**src/design/rld_pkg.sv**
```systemverilog
// Package for the return-with-literal decode block
package rld_pkg;

    // ==================================================
    // Widths
    localparam int OPCODE_W = 14;
    localparam int DATA_W   = 8;
    localparam int PC_W     = 13;

    // ==================================================
    // Opcode pattern: 11 01xx kkkk kkkk
    localparam logic [3:0] RETURN_WITH_LITERAL_OP_MATCH_VAL = 4'hD;
    localparam int         MATCH_HI        = 13;
    localparam int         MATCH_LO        = 10;
    localparam int         LIT_HI          = 7;
    localparam int         LIT_LO          = 0;

    // ==================================================
    // Reset values and timing
    localparam logic [DATA_W-1:0] ACC_RST     = 8'h00;
    localparam logic [PC_W-1:0]   PC_RST      = 13'h0000;
    localparam int                EXEC_CYCLES = 2;
    localparam int                INSTR_WORDS = 1;

    // Quarter phases of the instruction cycle
    typedef enum logic [1:0] {Q1, Q2, Q3, Q4} rld_phase_t;

    // Decoded opcode fields
    typedef struct packed {
        logic              match;
        logic [DATA_W-1:0] literal;
    } rld_decode_t;

    // Core state updates
    typedef struct packed {
        logic              acc_we;
        logic [DATA_W-1:0] acc_data;
        logic              pc_we;
        logic [PC_W-1:0]   pc_data;
        logic              pop;
        logic              flags_we;
    } rld_update_t;

endpackage

```
**src/design/rld_opcode_match.sv**
```systemverilog
// Opcode matcher for return-with-literal
`timescale 1ns/10ps
module rld_opcode_match
(
    input  wire logic [rld_pkg::OPCODE_W-1:0] opcode_in,
    output rld_pkg::rld_decode_t               decode_out
);

    // ==================================================
    // Decode
    always_comb
    begin
        decode_out.match   = (opcode_in[rld_pkg::MATCH_HI:rld_pkg::MATCH_LO] == rld_pkg::RETURN_WITH_LITERAL_OP_MATCH_VAL);
        decode_out.literal = opcode_in[rld_pkg::LIT_HI:rld_pkg::LIT_LO];
    end

endmodule

```
**src/design/rld_return_literal_decode.sv**
```systemverilog
// Return-with-literal execution unit of the core
// Notes on behaviour
// - 11 01xx opcode loads low byte into accumulator
// - Program counter takes popped stack top value
// - One word, two cycles, second cycle idle
// - Q1 decode, Q2 literal, Q3 idle, Q4 pop
`timescale 1ns/10ps
module rld_return_literal_decode
(
    input  wire logic                         core_clk_in,
    input  wire logic                         srst_in,
    input  wire logic                         instr_valid_in,
    input  wire logic [rld_pkg::OPCODE_W-1:0] opcode_in,
    input  wire logic [rld_pkg::PC_W-1:0]     stack_top_in,
    output logic [rld_pkg::DATA_W-1:0]        acc_out,
    output logic [rld_pkg::PC_W-1:0]          pc_out,
    output logic                              pc_load_out,
    output logic                              stack_pop_out,
    output logic                              flags_we_out,
    output logic                              busy_out,
    output logic [1:0]                        phase_out
);

    // ==================================================
    // Execution states of the two instruction cycles
    typedef enum logic [1:0]
    {
        ST_IDLE,
        ST_FIRST,
        ST_SECOND
    } rld_exec_t;

    // ==================================================
    // Internal signals
    rld_pkg::rld_decode_t       dec;
    rld_pkg::rld_update_t       upd;
    rld_pkg::rld_phase_t        phase_ff;
    rld_pkg::rld_phase_t        nxt_phase;
    rld_exec_t                  state_ff;
    rld_exec_t                  nxt_state;
    logic [1:0]                 cyc_ff;
    logic [1:0]                 nxt_cyc;
    logic                       take;
    logic                       last_quarter;
    logic [rld_pkg::DATA_W-1:0] lit_ff;
    logic [rld_pkg::DATA_W-1:0] acc_ff;
    logic [rld_pkg::PC_W-1:0]   pc_ff;
    logic                       pc_load_ff;
    logic                       pop_ff;
    logic                       flags_we_ff;

    // ==================================================
    // Quarter decode within the first cycle
    function automatic logic first_cycle_quarter
    (
        input rld_exec_t           state,
        input rld_pkg::rld_phase_t phase,
        input rld_pkg::rld_phase_t want
    );
        first_cycle_quarter = (state == ST_FIRST) && (phase == want);
    endfunction

    // ==================================================
    // Opcode match
    rld_opcode_match u_match
    (
        .opcode_in  (opcode_in),
        .decode_out (dec)
    );

    // ==================================================
    // Quarter phase counter, free running
    always_comb
    begin
        case (phase_ff)
            rld_pkg::Q1: nxt_phase = rld_pkg::Q2;
            rld_pkg::Q2: nxt_phase = rld_pkg::Q3;
            rld_pkg::Q3: nxt_phase = rld_pkg::Q4;
            default:     nxt_phase = rld_pkg::Q1;
        endcase
    end

    always_ff @(posedge core_clk_in)
    begin
        if (srst_in)
        begin
            phase_ff <= rld_pkg::Q1;
        end
        else
        begin
            phase_ff <= nxt_phase;
        end
    end

    // ==================================================
    // Instruction take, only at Q1 while idle
    assign last_quarter = (phase_ff == rld_pkg::Q4);
    assign take         = (phase_ff == rld_pkg::Q1) && (state_ff == ST_IDLE) && instr_valid_in && dec.match;

    // ==================================================
    // Two instruction cycles, second one idle
    always_comb
    begin
        nxt_state = state_ff;
        nxt_cyc   = cyc_ff;
        case (state_ff)
            ST_IDLE:
            begin
                if (take)
                begin
                    nxt_state = ST_FIRST;
                    nxt_cyc   = 2'h0;
                end
            end
            ST_FIRST:
            begin
                if (last_quarter)
                begin
                    nxt_state = ST_SECOND;
                    nxt_cyc   = cyc_ff + 2'h1;
                end
            end
            default:
            begin
                // Busy until the last idle quarter ends
                if (last_quarter && (cyc_ff == 2'(rld_pkg::EXEC_CYCLES - 1)))
                begin
                    nxt_state = ST_IDLE;
                    nxt_cyc   = 2'h0;
                end
                else if (last_quarter)
                begin
                    nxt_cyc = cyc_ff + 2'h1;
                end
            end
        endcase
    end

    always_ff @(posedge core_clk_in)
    begin
        if (srst_in)
        begin
            state_ff <= ST_IDLE;
            cyc_ff   <= 2'h0;
        end
        else
        begin
            state_ff <= nxt_state;
            cyc_ff   <= nxt_cyc;
        end
    end

    // ==================================================
    // Literal captured at take, so the opcode may move on
    always_ff @(posedge core_clk_in)
    begin
        if (srst_in)
        begin
            lit_ff <= rld_pkg::ACC_RST;
        end
        else if (take)
        begin
            lit_ff <= dec.literal;
        end
    end

    // ==================================================
    // Core state updates by quarter
    always_comb
    begin
        upd.acc_we   = first_cycle_quarter(state_ff, phase_ff, rld_pkg::Q2);
        upd.acc_data = lit_ff;
        upd.pc_we    = first_cycle_quarter(state_ff, phase_ff, rld_pkg::Q4);
        upd.pc_data  = stack_top_in;
        upd.pop      = first_cycle_quarter(state_ff, phase_ff, rld_pkg::Q4);
        upd.flags_we = 1'h0;
    end

    // ==================================================
    // Accumulator
    always_ff @(posedge core_clk_in)
    begin
        if (srst_in)
        begin
            acc_ff <= rld_pkg::ACC_RST;
        end
        else if (upd.acc_we)
        begin
            acc_ff <= upd.acc_data;
        end
    end

    // ==================================================
    // Program counter from stack top
    always_ff @(posedge core_clk_in)
    begin
        if (srst_in)
        begin
            pc_ff <= rld_pkg::PC_RST;
        end
        else if (upd.pc_we)
        begin
            pc_ff <= upd.pc_data;
        end
    end

    // ==================================================
    // One-clock pulses for load and pop; flags write register held low
    always_ff @(posedge core_clk_in)
    begin
        if (srst_in)
        begin
            pc_load_ff  <= 1'h0;
            pop_ff      <= 1'h0;
            flags_we_ff <= 1'h0;
        end
        else
        begin
            pc_load_ff  <= upd.pc_we;
            pop_ff      <= upd.pop;
            flags_we_ff <= upd.flags_we;
        end
    end

    // ==================================================
    // Outputs
    assign acc_out       = acc_ff;
    assign pc_out        = pc_ff;
    assign pc_load_out   = pc_load_ff;
    assign stack_pop_out = pop_ff;
    assign flags_we_out  = flags_we_ff;
    assign busy_out      = (state_ff != ST_IDLE);
    assign phase_out     = phase_ff;

endmodule

```
**config.mk**
```make
export PLATFORM = sky130hd
export DESIGN_NAME = rld_return_literal_decode
export DESIGN_NICKNAME = d
export VERILOG_FILES = /design/src/design/rld_pkg.sv /design/src/design/rld_opcode_match.sv /design/src/design/rld_return_literal_decode.sv
export SDC_FILE = /design/constraint.sdc
export NUM_CORES = 1
export LEC_CHECK = 0
export BUFFER_PORTS_ARGS = -buffer_cell sky130_fd_sc_hd__buf_2
export CORE_MARGIN = 3
export CORE_UTILIZATION = 43
export DETAILED_ROUTE_END_ITERATION = 8
export HOLD_SLACK_MARGIN = 0.03
export PLACE_DENSITY = 0.74
export SYNTH_ARGS = -nofsm -noshare
export SYNTH_HDL_FRONTEND = slang
export SYNTH_SLANG_ARGS = --single-unit
```
**constraint.sdc**
```tcl
create_clock -name core_clk_in -period 1.2 [get_ports core_clk_in]
set_input_delay 0.36 -clock core_clk_in [delete_from_list [all_inputs] [get_ports core_clk_in]]
set_output_delay 0.36 -clock core_clk_in [all_outputs]
set_load 0.01 [all_outputs]
```
# ---- Word level (Yosys, flattened, before mapping)
# Index checks and enable logic that the tools add are counted.
dict set report word_totals {
  reg_bits 36
  input_bits 30
  out_inout_bits 27
  wordCells 36
}
dict set report classes {
  addsub 1
  n_eq_ne 8
  muxes 9
  n_reduce_logical 11
}
# cell n
set ops {}
lappend ops {{2-to-1 mux 2 bit} 6}
lappend ops {{case mux 2 bit (2 select lines)} 2}
lappend ops {{equality test 2 x 1 -> 1 bit, second input constant} 3}
lappend ops {{logical AND 1 bit} 6}
lappend ops {{case mux 2 bit (3 select lines)} 1}
lappend ops {{equality test 2 bit, second input constant} 2}
lappend ops {{equality test 4 bit, second input constant} 1}
lappend ops {{logical NOT 2 bit} 2}
lappend ops {{inequality test 2 bit, second input constant} 2}
lappend ops {{AND reduction 3 bit} 1}
lappend ops {{nonzero test 3 bit} 1}
lappend ops {{adder 2 x 1 -> 2 bit, second input constant} 1}
lappend ops {{nonzero test 2 bit} 1}

# ---- Logic depth before layout (Yosys ltp)
# Gate-level depths: netlist of the first run.
dict set report depth {
  word_depth 6
  ltp_mapped 6
  mapped_depth_nobuf 5
}

# ---- Hierarchy
# A second synthesis of the first run with hierarchy kept.
dict set report hier_totals {
  cells_unflattened 168
  hier_area_um2 1567.8
}
# module n_inst cells_each area_each_um2 seq_area_each_um2
set by_module_without_submodules {}
lappend by_module_without_submodules {rld_return_literal_decode 1 159 1497.7 720.7}
lappend by_module_without_submodules {rld_opcode_match 1 9 70.1 0.0}

# ---- Worst setup path before layout of the first run
# No wires, ideal clock.
dict set report synth_timing {
  path_type {flip-flop to flip-flop}
  start {register phase_ff[0] (netlist: phase_out[0])}
  end {register state_ff[1]}
  setup_time_ns 0.128
  t_arrival_ns 1.221
  required_ns 1.072
  setup_slack_ns -0.149
  stages_incl_launch_ff 7
  path_buffers 2
  period_less_slack_ns 1.349
  cell_sequence {dfxtp_1 -> ha_1 -> and3b_2 -> buf_2 -> buf_4 -> a21oi_1 -> nor2_1}
}
dict set report synth_between {
  elab_chain_cells 6
  word_cells_on_any_way 10
  cone_classes {eq/ne (3); reduce/logical (7)}
}
# item line
set synth_rtl {}
lappend synth_rtl {{from (decl)} rld_return_literal_decode.sv:37} ;# rld_pkg::rld_phase_t phase_ff;
lappend synth_rtl {{from (signal assigned)} rld_return_literal_decode.sv:87} ;# phase_ff <= rld_pkg::Q1;
lappend synth_rtl {{from (signal assigned)} rld_return_literal_decode.sv:91} ;# phase_ff <= nxt_phase;
lappend synth_rtl {{logical NOT 2 bit} rld_return_literal_decode.sv:98} ;# assign take = (phase_ff == rld_pkg::Q1) && (state_ff == ST_IDLE) && instr_valid_in && dec.match;
lappend synth_rtl {{logical AND 1 bit (3 in series)} rld_return_literal_decode.sv:98}
lappend synth_rtl {{inequality test 2 bit (no source line)} --}
lappend synth_rtl {{AND reduction 3 bit (no source line) *} --}
lappend synth_rtl {{to (signal assigned)} rld_return_literal_decode.sv:148} ;# state_ff <= nxt_state;
lappend synth_rtl {{to (decl)} rld_return_literal_decode.sv:39} ;# rld_exec_t state_ff;
# Every way passes the cells marked *; elsewhere a longest branch is shown, timed or not.
# A chain may end at the register's enable or synchronous reset.

# ---- Worst setup path in the final report of the first run
dict set report layout_timing {
  start {register phase_ff[1] (netlist: phase_out[1])}
  end {register lit_ff[0] (netlist bit)}
}
dict set report layout_between {
  elab_chain_cells 4
}
# item line
set layout_rtl {}
lappend layout_rtl {{logical NOT 2 bit} rld_return_literal_decode.sv:98}
lappend layout_rtl {{logical AND 1 bit (3 in series)} rld_return_literal_decode.sv:98}
lappend layout_rtl {{to (signal assigned)} rld_return_literal_decode.sv:159} ;# lit_ff <= rld_pkg::ACC_RST;
lappend layout_rtl {{to (signal assigned)} rld_return_literal_decode.sv:163} ;# lit_ff <= dec.literal;
lappend layout_rtl {{to (decl)} rld_return_literal_decode.sv:45} ;# logic [rld_pkg::DATA_W-1:0] lit_ff;
# No other way between the ends.

==> impl_metrics.yaml, run 1 <==
power_and_ir_drop:
  p_int_mw: 2.04
  powerDensity_nw_per_um2: 1170
  peakVddDrop_uv: 981
  leakagePower_nw: 1.04
  pwr-share-clk_pct: 23.8
  power_mw: 2.82
  sequentialPowerShare_pct: 46.7
  p_comb_share_pct: 29.5
  sw_frac_of_total_pct: 27.6
  p_sw_mw: 0.778
clock_network:
  cts_buffers: 5
  clock-sinks: 36
  clock_latency_ps: 330
  clk_path_buf_depth: 2
  clk_pin_slew_worst_paths_ps: 100
  htreeDepth: 2
  cts-root-buf: "clkbuf_4"
  cts_tree: "built"
detailed_routing:
  wl_microns: 4040
  vias: 1345
  post_drt_wl_per_cell_microns: 14.5
  firstDrtPassIters: 4
  drcViolationCount: 0
  detail-route-antenna-nets: 0
  drt_iter0_drc: 69
  viasPerCell: 4.82
global_route:
  grt-busiest-layer: "met2"
  grtUsageMet3_pct: 4.85
  grt_pass1_vias: 1179
  grt_use_total_pct: 15.5
  grt_overflow: 0
  grt_use_met1_pct: 16.9
  antenna_found_initial: 0
  grtUsageMet2_pct: 27.2
  grt_first_pass_wirelength_microns: 5040
  grt_max_degree: 25
timing:
  post-route-min-period_ps: 1420
  setup_viol: 37
  fin_tns_setup_ps: -3780
  finalCritPeriodShare_pct: 118
  hold_viol: 0
  rsz0062_at_grt: "true"
  maxSlewViolCount: 0
  max_freq_ghz: 0.705
  finClkSkew_ps: 3.89
  setup_slack_ps: -218
critical_path:
  crit_type: "reg2reg"
  cp.required_ps: 1460
  cp_max_fo: 5
  ff2ff_path_depth: 6
  r2r_end: "lit_ff[0]"
  worst_setup_path_end_kind: "flip-flop"
  cp_data_arrival_time_ps: 1680
  r2r_slack_ps: -220
  reg2reg_from: "phase_out[1]"
  start_kind: "flip-flop"
run_status:
  run_status: "complete, but fails checks"
  violations: "negative setup slack"
floorplanning:
  die_h_microns: 64.9
  die_w_microns: 64.9
  die_area_sq_um: 4220
  fp-row-count: 20
  start_util_pct: 47.0
  num_io_pins: 57
  core_sq_um: 3180
logic_synthesis:
  synth_top_family_by_area: "simple AND/OR/NAND/NOR gates"
  seq_area_frac_synth_pct: 48.2
  ys_warn_count: 0
  syn-num-nets: 196
  synthXorXnorAreaFrac_pct: 0
  synth.cell_area_sq_um: 1490
  synth.avg_cell_area_sq_um: 9.34
  synth-seq-cells: 36
  ys_types: 26
  synthAdderAreaFrac_pct: 5.03
  synthCells: 160
  synth_compound_area_share_pct: 7.62
  synthMuxAreaShare_pct: 10.7
  synthSimpleGateAreaFrac_pct: 22.7
place:
  place_area_sq_um: 1900
  io_buffers: 53
  dp_hpwl_microns: 2220
  gp_congestion: 0.797
cells_and_area:
  antenna-diode-count: 0
  fin_nets: 270
  drive_gt1_share_pct: 63.0
  final_common_cell: "buf_2"
  finish.instance_area_sq_um: 2400
  layout_common_cells: "buf_2, dfxtp_2, nand2b_1, buf_6"
  fin_util_pct: 75.6
  syn_to_final_growth_pct: 60.9
hold_path:
  hold_class: "in2reg"
  min-delay-start: "stack_top_in[1]"
  whs_endpoint: "pc_out[1]"
  whs_path_depth: 3
job:
  max_cap_viol_count: 0
==> metal layers <==
metal / routed length, microns / vias up / part of all wire, %
met5: 0 / - / 0
met4: 27 / 0 / 0.67
met3: 192 / 4 / 4.7
met2: 2110 / 39 / 52
met1: 1720 / 628 / 42
li1: - / 674 / -
==> cells by family after synthesis <==
logic type,count (synthesis)
adders and majority gates,6
muxes,16
DFF,36
buffers and inverters,15
AOI/OAI and AO/OA,20
and+or+nand+nor,66
other,1
==> synth_stat cells (all sizes together) <==
cell type	number	area (sq um)
conb	1	3.75
or2b	1	7.51
o21ai	1	5.00
a21oi	14	70.1
mux2i	16	160
a21boi	1	7.51
nand2b	16	100
inv	3	11.3
clkbuf	3	11.3
a211o	1	8.76
nand3b	4	30.0
and3b	1	10.0
nor2	11	41.3
nor2b	1	6.26
ha	6	75.1
buf	9	58.8
nor3	2	21.3
nand2	28	105
o21ba	1	10.0
nand4b	1	8.76
dfxtp	36	721
or2	1	8.76
o22ai	2	12.5
==> through the flow <==
stage                     worst slack (ps)  hold slack [ps]  std cells
after floorplan                       2.23              428        160
after global placement               -88.8              440        256
after detailed placement              -150              444        256
after CTS                             -200              244        268
after global routing                  -289              255        279
final                                 -218              264        279
==> repair_timing <==
| item | in CTS | in global routing |
|---|---|---|
| pin swaps | 11 | 31 |
| setup buffers | 4 | 8 |
| resized for setup | 10 | 81 |
| cloned | 0 | 3 |
| endpoints found under the setup margin | 22 | 50 |
| hold buffers | 0 | 0 |
==> registers in the layout (all words and copies together), names as in the netlist <==
register and count:
acc_out 8, lit_ff 8, state_ff 2, phase_out 2, stack_pop_out 1, cyc_ff 2
pc_out 13
==> how the worst max path moves through the flow <==
stage / startpoint / end / slack (ps) / cells past startpoint
after floorplan: state_ff[1] / lit_ff[0] / 2 / 4
after global placement: opcode_in[11] / lit_ff[5] / -90 / 5
after detailed placement: opcode_in[11] / lit_ff[4] / -150 / 5
after CTS: state_ff[1] / busy_out / -200 / 2
after global routing: phase_out[1] / lit_ff[0] / -290 / 6
final: phase_out[1] / lit_ff[0] / -220 / 6
==> critical path, cell delays in order (launching register included) <==
cell,delay (ps)
dfxtp_4,380
inv_4,80
ha_4,140
nand2_2,60
nor3_4,290
clkbuf_16,210
mux2i_1,190
==> power groups by stage <==
stage	Clock [mW]	Sequential, mW	Combinational, mW
after global routing	0.731	1.32	0.899
after global placement	0	1.33	0.414
final	0.671	1.32	0.832
after CTS	0.677	1.29	0.599
after detailed placement	0	1.33	0.428
after floorplan	0	1.35	0.189
==> final cells by class <==
type | instances | area, sq um
Multi-Input combinational cell | 110 | 888
Inverter | 3 | 13.8
Clock buffer | 8 | 58.8
Fill cell | 227 | 774
Tap cell | 44 | 55.1
Timing Repair Buffer | 78 | 626
Sequential cell | 36 | 762
No activity file was read; power rests on OpenSTA's default activity.
==> run 2, diff against run 1 <==
--- a/config.mk
+++ b/config.mk
@@ -5,6 +5,7 @@
 export SDC_FILE = /design/constraint.sdc
 export NUM_CORES = 1
 export LEC_CHECK = 0
+export ABC_AREA = 1
 export BUFFER_PORTS_ARGS = -buffer_cell sky130_fd_sc_hd__buf_2
 export CORE_MARGIN = 3
 export CORE_UTILIZATION = 43
==> run 2 against run 1 <==
- the flow still finishes with violations (negative setup slack)
- largest power group unchanged
- utilization up 1.9 points
- register-to-register slack gained 200 ps
- count of clock-buffer cells in the layout unchanged
- cell count grew 11%
- final area grew 2.6%
- sequential power down 3%
==> impl_metrics.yaml, run 2 <==
detailed_routing:
  drt_iter0_drc: 28
  viasPerCell: 5.06
  wl_microns: 4400
  firstDrtPassIters: 4
  vias: 1573
  post_drt_wl_per_cell_microns: 14.2
  detail-route-antenna-nets: 0
  drcViolationCount: 0
critical_path:
  reg2reg_from: "state_ff[1]"
  cp_max_fo: 2
  ff2ff_path_depth: 6
  crit_end: "busy_out"
  cp.required_ps: 840
  r2r_end: "acc_out[2]"
  r2r_slack_ps: -20
  crit_start: "state_ff[1]"
  crit_type: "reg2out"
  start_kind: "flip-flop"
  cp_data_arrival_time_ps: 930
  worst_setup_path_end_kind: "output pin"
clock_network:
  cts_tree: "built"
  clk_path_buf_depth: 2
  clock-sinks: 36
  clock_latency_ps: 340
  cts-root-buf: "clkbuf_4"
  htreeDepth: 2
  clk_pin_slew_worst_paths_ps: 100
  cts_buffers: 5
run_status:
  run_status: "complete, but fails checks"
  violations: "negative setup slack"
place:
  gp_congestion: 0.750
  dp_hpwl_microns: 2320
  place_area_sq_um: 1850
  io_buffers: 53
  pre_cts_ws_ps: -130
logic_synthesis:
  synth_edf_count: 0
  synth.avg_cell_area_sq_um: 7.86
  synth-seq-cells: 36
  synth.cell_area_sq_um: 1490
  synthXorXnorAreaFrac_pct: 0
  synth_top_area_share_pct: 48.5
  synthMuxAreaShare_pct: 0
  synth_common_cells: "dfxtp_1, nand2_1, a21oi_1, nand3_1, nor2_1"
  ys_warn_count: 0
  synth_async_sr_flop_share_pct: 0
  ys_types: 23
  synthSimpleGateAreaFrac_pct: 25.8
  ys.flop_type: "dfxtp_1"
  synthTopCellsByArea: "dfxtp_1, nand2_1, a21oi_1"
  synth_compound_area_share_pct: 11.9
  seq_area_frac_synth_pct: 48.5
  syn-num-nets: 225
  synth_most_common_cell: "dfxtp_1"
  yosysTopAreaCell: "dfxtp_1"
  synthCells: 189
  synth_top_family_by_area: "simple AND/OR/NAND/NOR gates"
  synthAdderAreaFrac_pct: 5.05
global_route:
  grt_use_total_pct: 17.6
  grt_max_degree: 20
  grt_first_pass_wirelength_microns: 5640
  grt_overflow: 0
  antenna_found_initial: 0
  grt_pass1_vias: 1354
floorplanning:
  die_area_sq_um: 4200
  die_w_microns: 64.8
  start_util_pct: 46.8
  num_io_pins: 57
  core_sq_um: 3180
  fp-row-count: 20
  die_h_microns: 64.8
cells_and_area:
  finish.instance_area_sq_um: 2460
  largest_register_ffs: 13
  fin_util_pct: 77.6
  fill_cells: 221
  layout_common_cells: "buf_2, nand2_1, dfxtp_2, nor2_1, buf_4"
  final_common_cell: "buf_2"
  drive_gt1_share_pct: 64.4
  fin_nets: 302
  antenna-diode-count: 0
  syn_to_final_growth_pct: 65.8
timing:
  hold_viol: 0
  setup_slack_ps: -90.1
  rsz0062_at_grt: "true"
  finClkSkew_ps: 4.25
  max_freq_ghz: 0.775
  fin_hold_ws_ps: 244
  setup_viol: 15
  finalCritPeriodShare_pct: 108
  post-route-min-period_ps: 1290
  maxSlewViolCount: 0
power_and_ir_drop:
  peakVddDrop_uv: 906
  powerDensity_nw_per_um2: 1270
  power_mw: 3.14
  leakagePower_nw: 1.01
job:
  max_cap_viol_count: 0
hold_path:
  min-delay-start: "opcode_in[2]"
  hold_class: "in2reg"
[run 2: cell types whose count changed after synthesis, sizes merged, moves of 2 or more]
cell and delta:
nand3 +25, mux2i -16, nand2b -16, a21oi +11
inv +11, nor2 +11, nand2 +8, o21ai +7
nand3b -4, nand4 +2, o22ai -2
[run 2: logic make-up after synthesis]
logic type / count (synthesis)
other: 1
and+or+nand+nor: 86
AOI/OAI and AO/OA: 34
adders and majority gates: 6
buffers and inverters: 26
DFF: 36
[run 2: how the worst min path moves through the flow]
stage,to,slack [ps],depth (start not counted)
after global routing,pc_out[9],250,3
after CTS,lit_ff[3],230,3
final,lit_ff[2],240,3
after floorplan,lit_ff[0],460,2
after global placement,pc_out[5],450,2
after detailed placement,pc_out[6],450,2
[run 2: critical path, stage by stage (launching register included)]
cell and delay [ps]:
dfxtp_4 370, inv_4 60, nand2_4 50, buf_6 110
[run 2: layout make-up]
| cell class | instances | area (sq um) | share of cell area, % |
|---|---|---|---|
| well taps | 44 | 55.1 | 2.23 |
| inverters | 14 | 55.1 | 2.23 |
| flip-flops and latches | 36 | 752 | 30.5 |
| repair buffers | 82 | 617 | 25.0 |
| clock buffers | 8 | 58.8 | 2.39 |
| multi-input cells | 127 | 927 | 37.6 |
[run 2: power by group]
group	total [mW]	internal, mW	switching (mW)
Clock	0.672	0.289	0.383
Combinational	1.18	0.580	0.602
Sequential	1.28	1.25	0.0380
[run 2: routing by layer]
layer / GRT usage (%) / part of all wire [%] / vias to the layer above / routed length, microns
met5: 0 / 0 / - / 0
met1: 16.8 / 39 / 743 / 1700
li1: - / - / 770 / -
met2: 33.2 / 53 / 46 / 2350
met4: 8.71 / 2.8 / 0 / 123
met3: 5.72 / 5.2 / 14 / 227
[run 2: timing repair]
action,in CTS,in global routing
gates cloned,0,1
pin swaps,22,18
setup buffers,5,9
gates resized for setup,47,70
endpoints found under the setup margin,35,55
hold buffers,0,0
[run 2: stage by stage]
| step | TNS, ps | cells |
|---|---|---|
| final | -404 | 311 |
| after global routing | -1880 | 311 |
| after CTS | -584 | 301 |
| after detailed placement | -1730 | 288 |
| after global placement | -1440 | 288 |
| after floorplan | -35.7 | 189 |
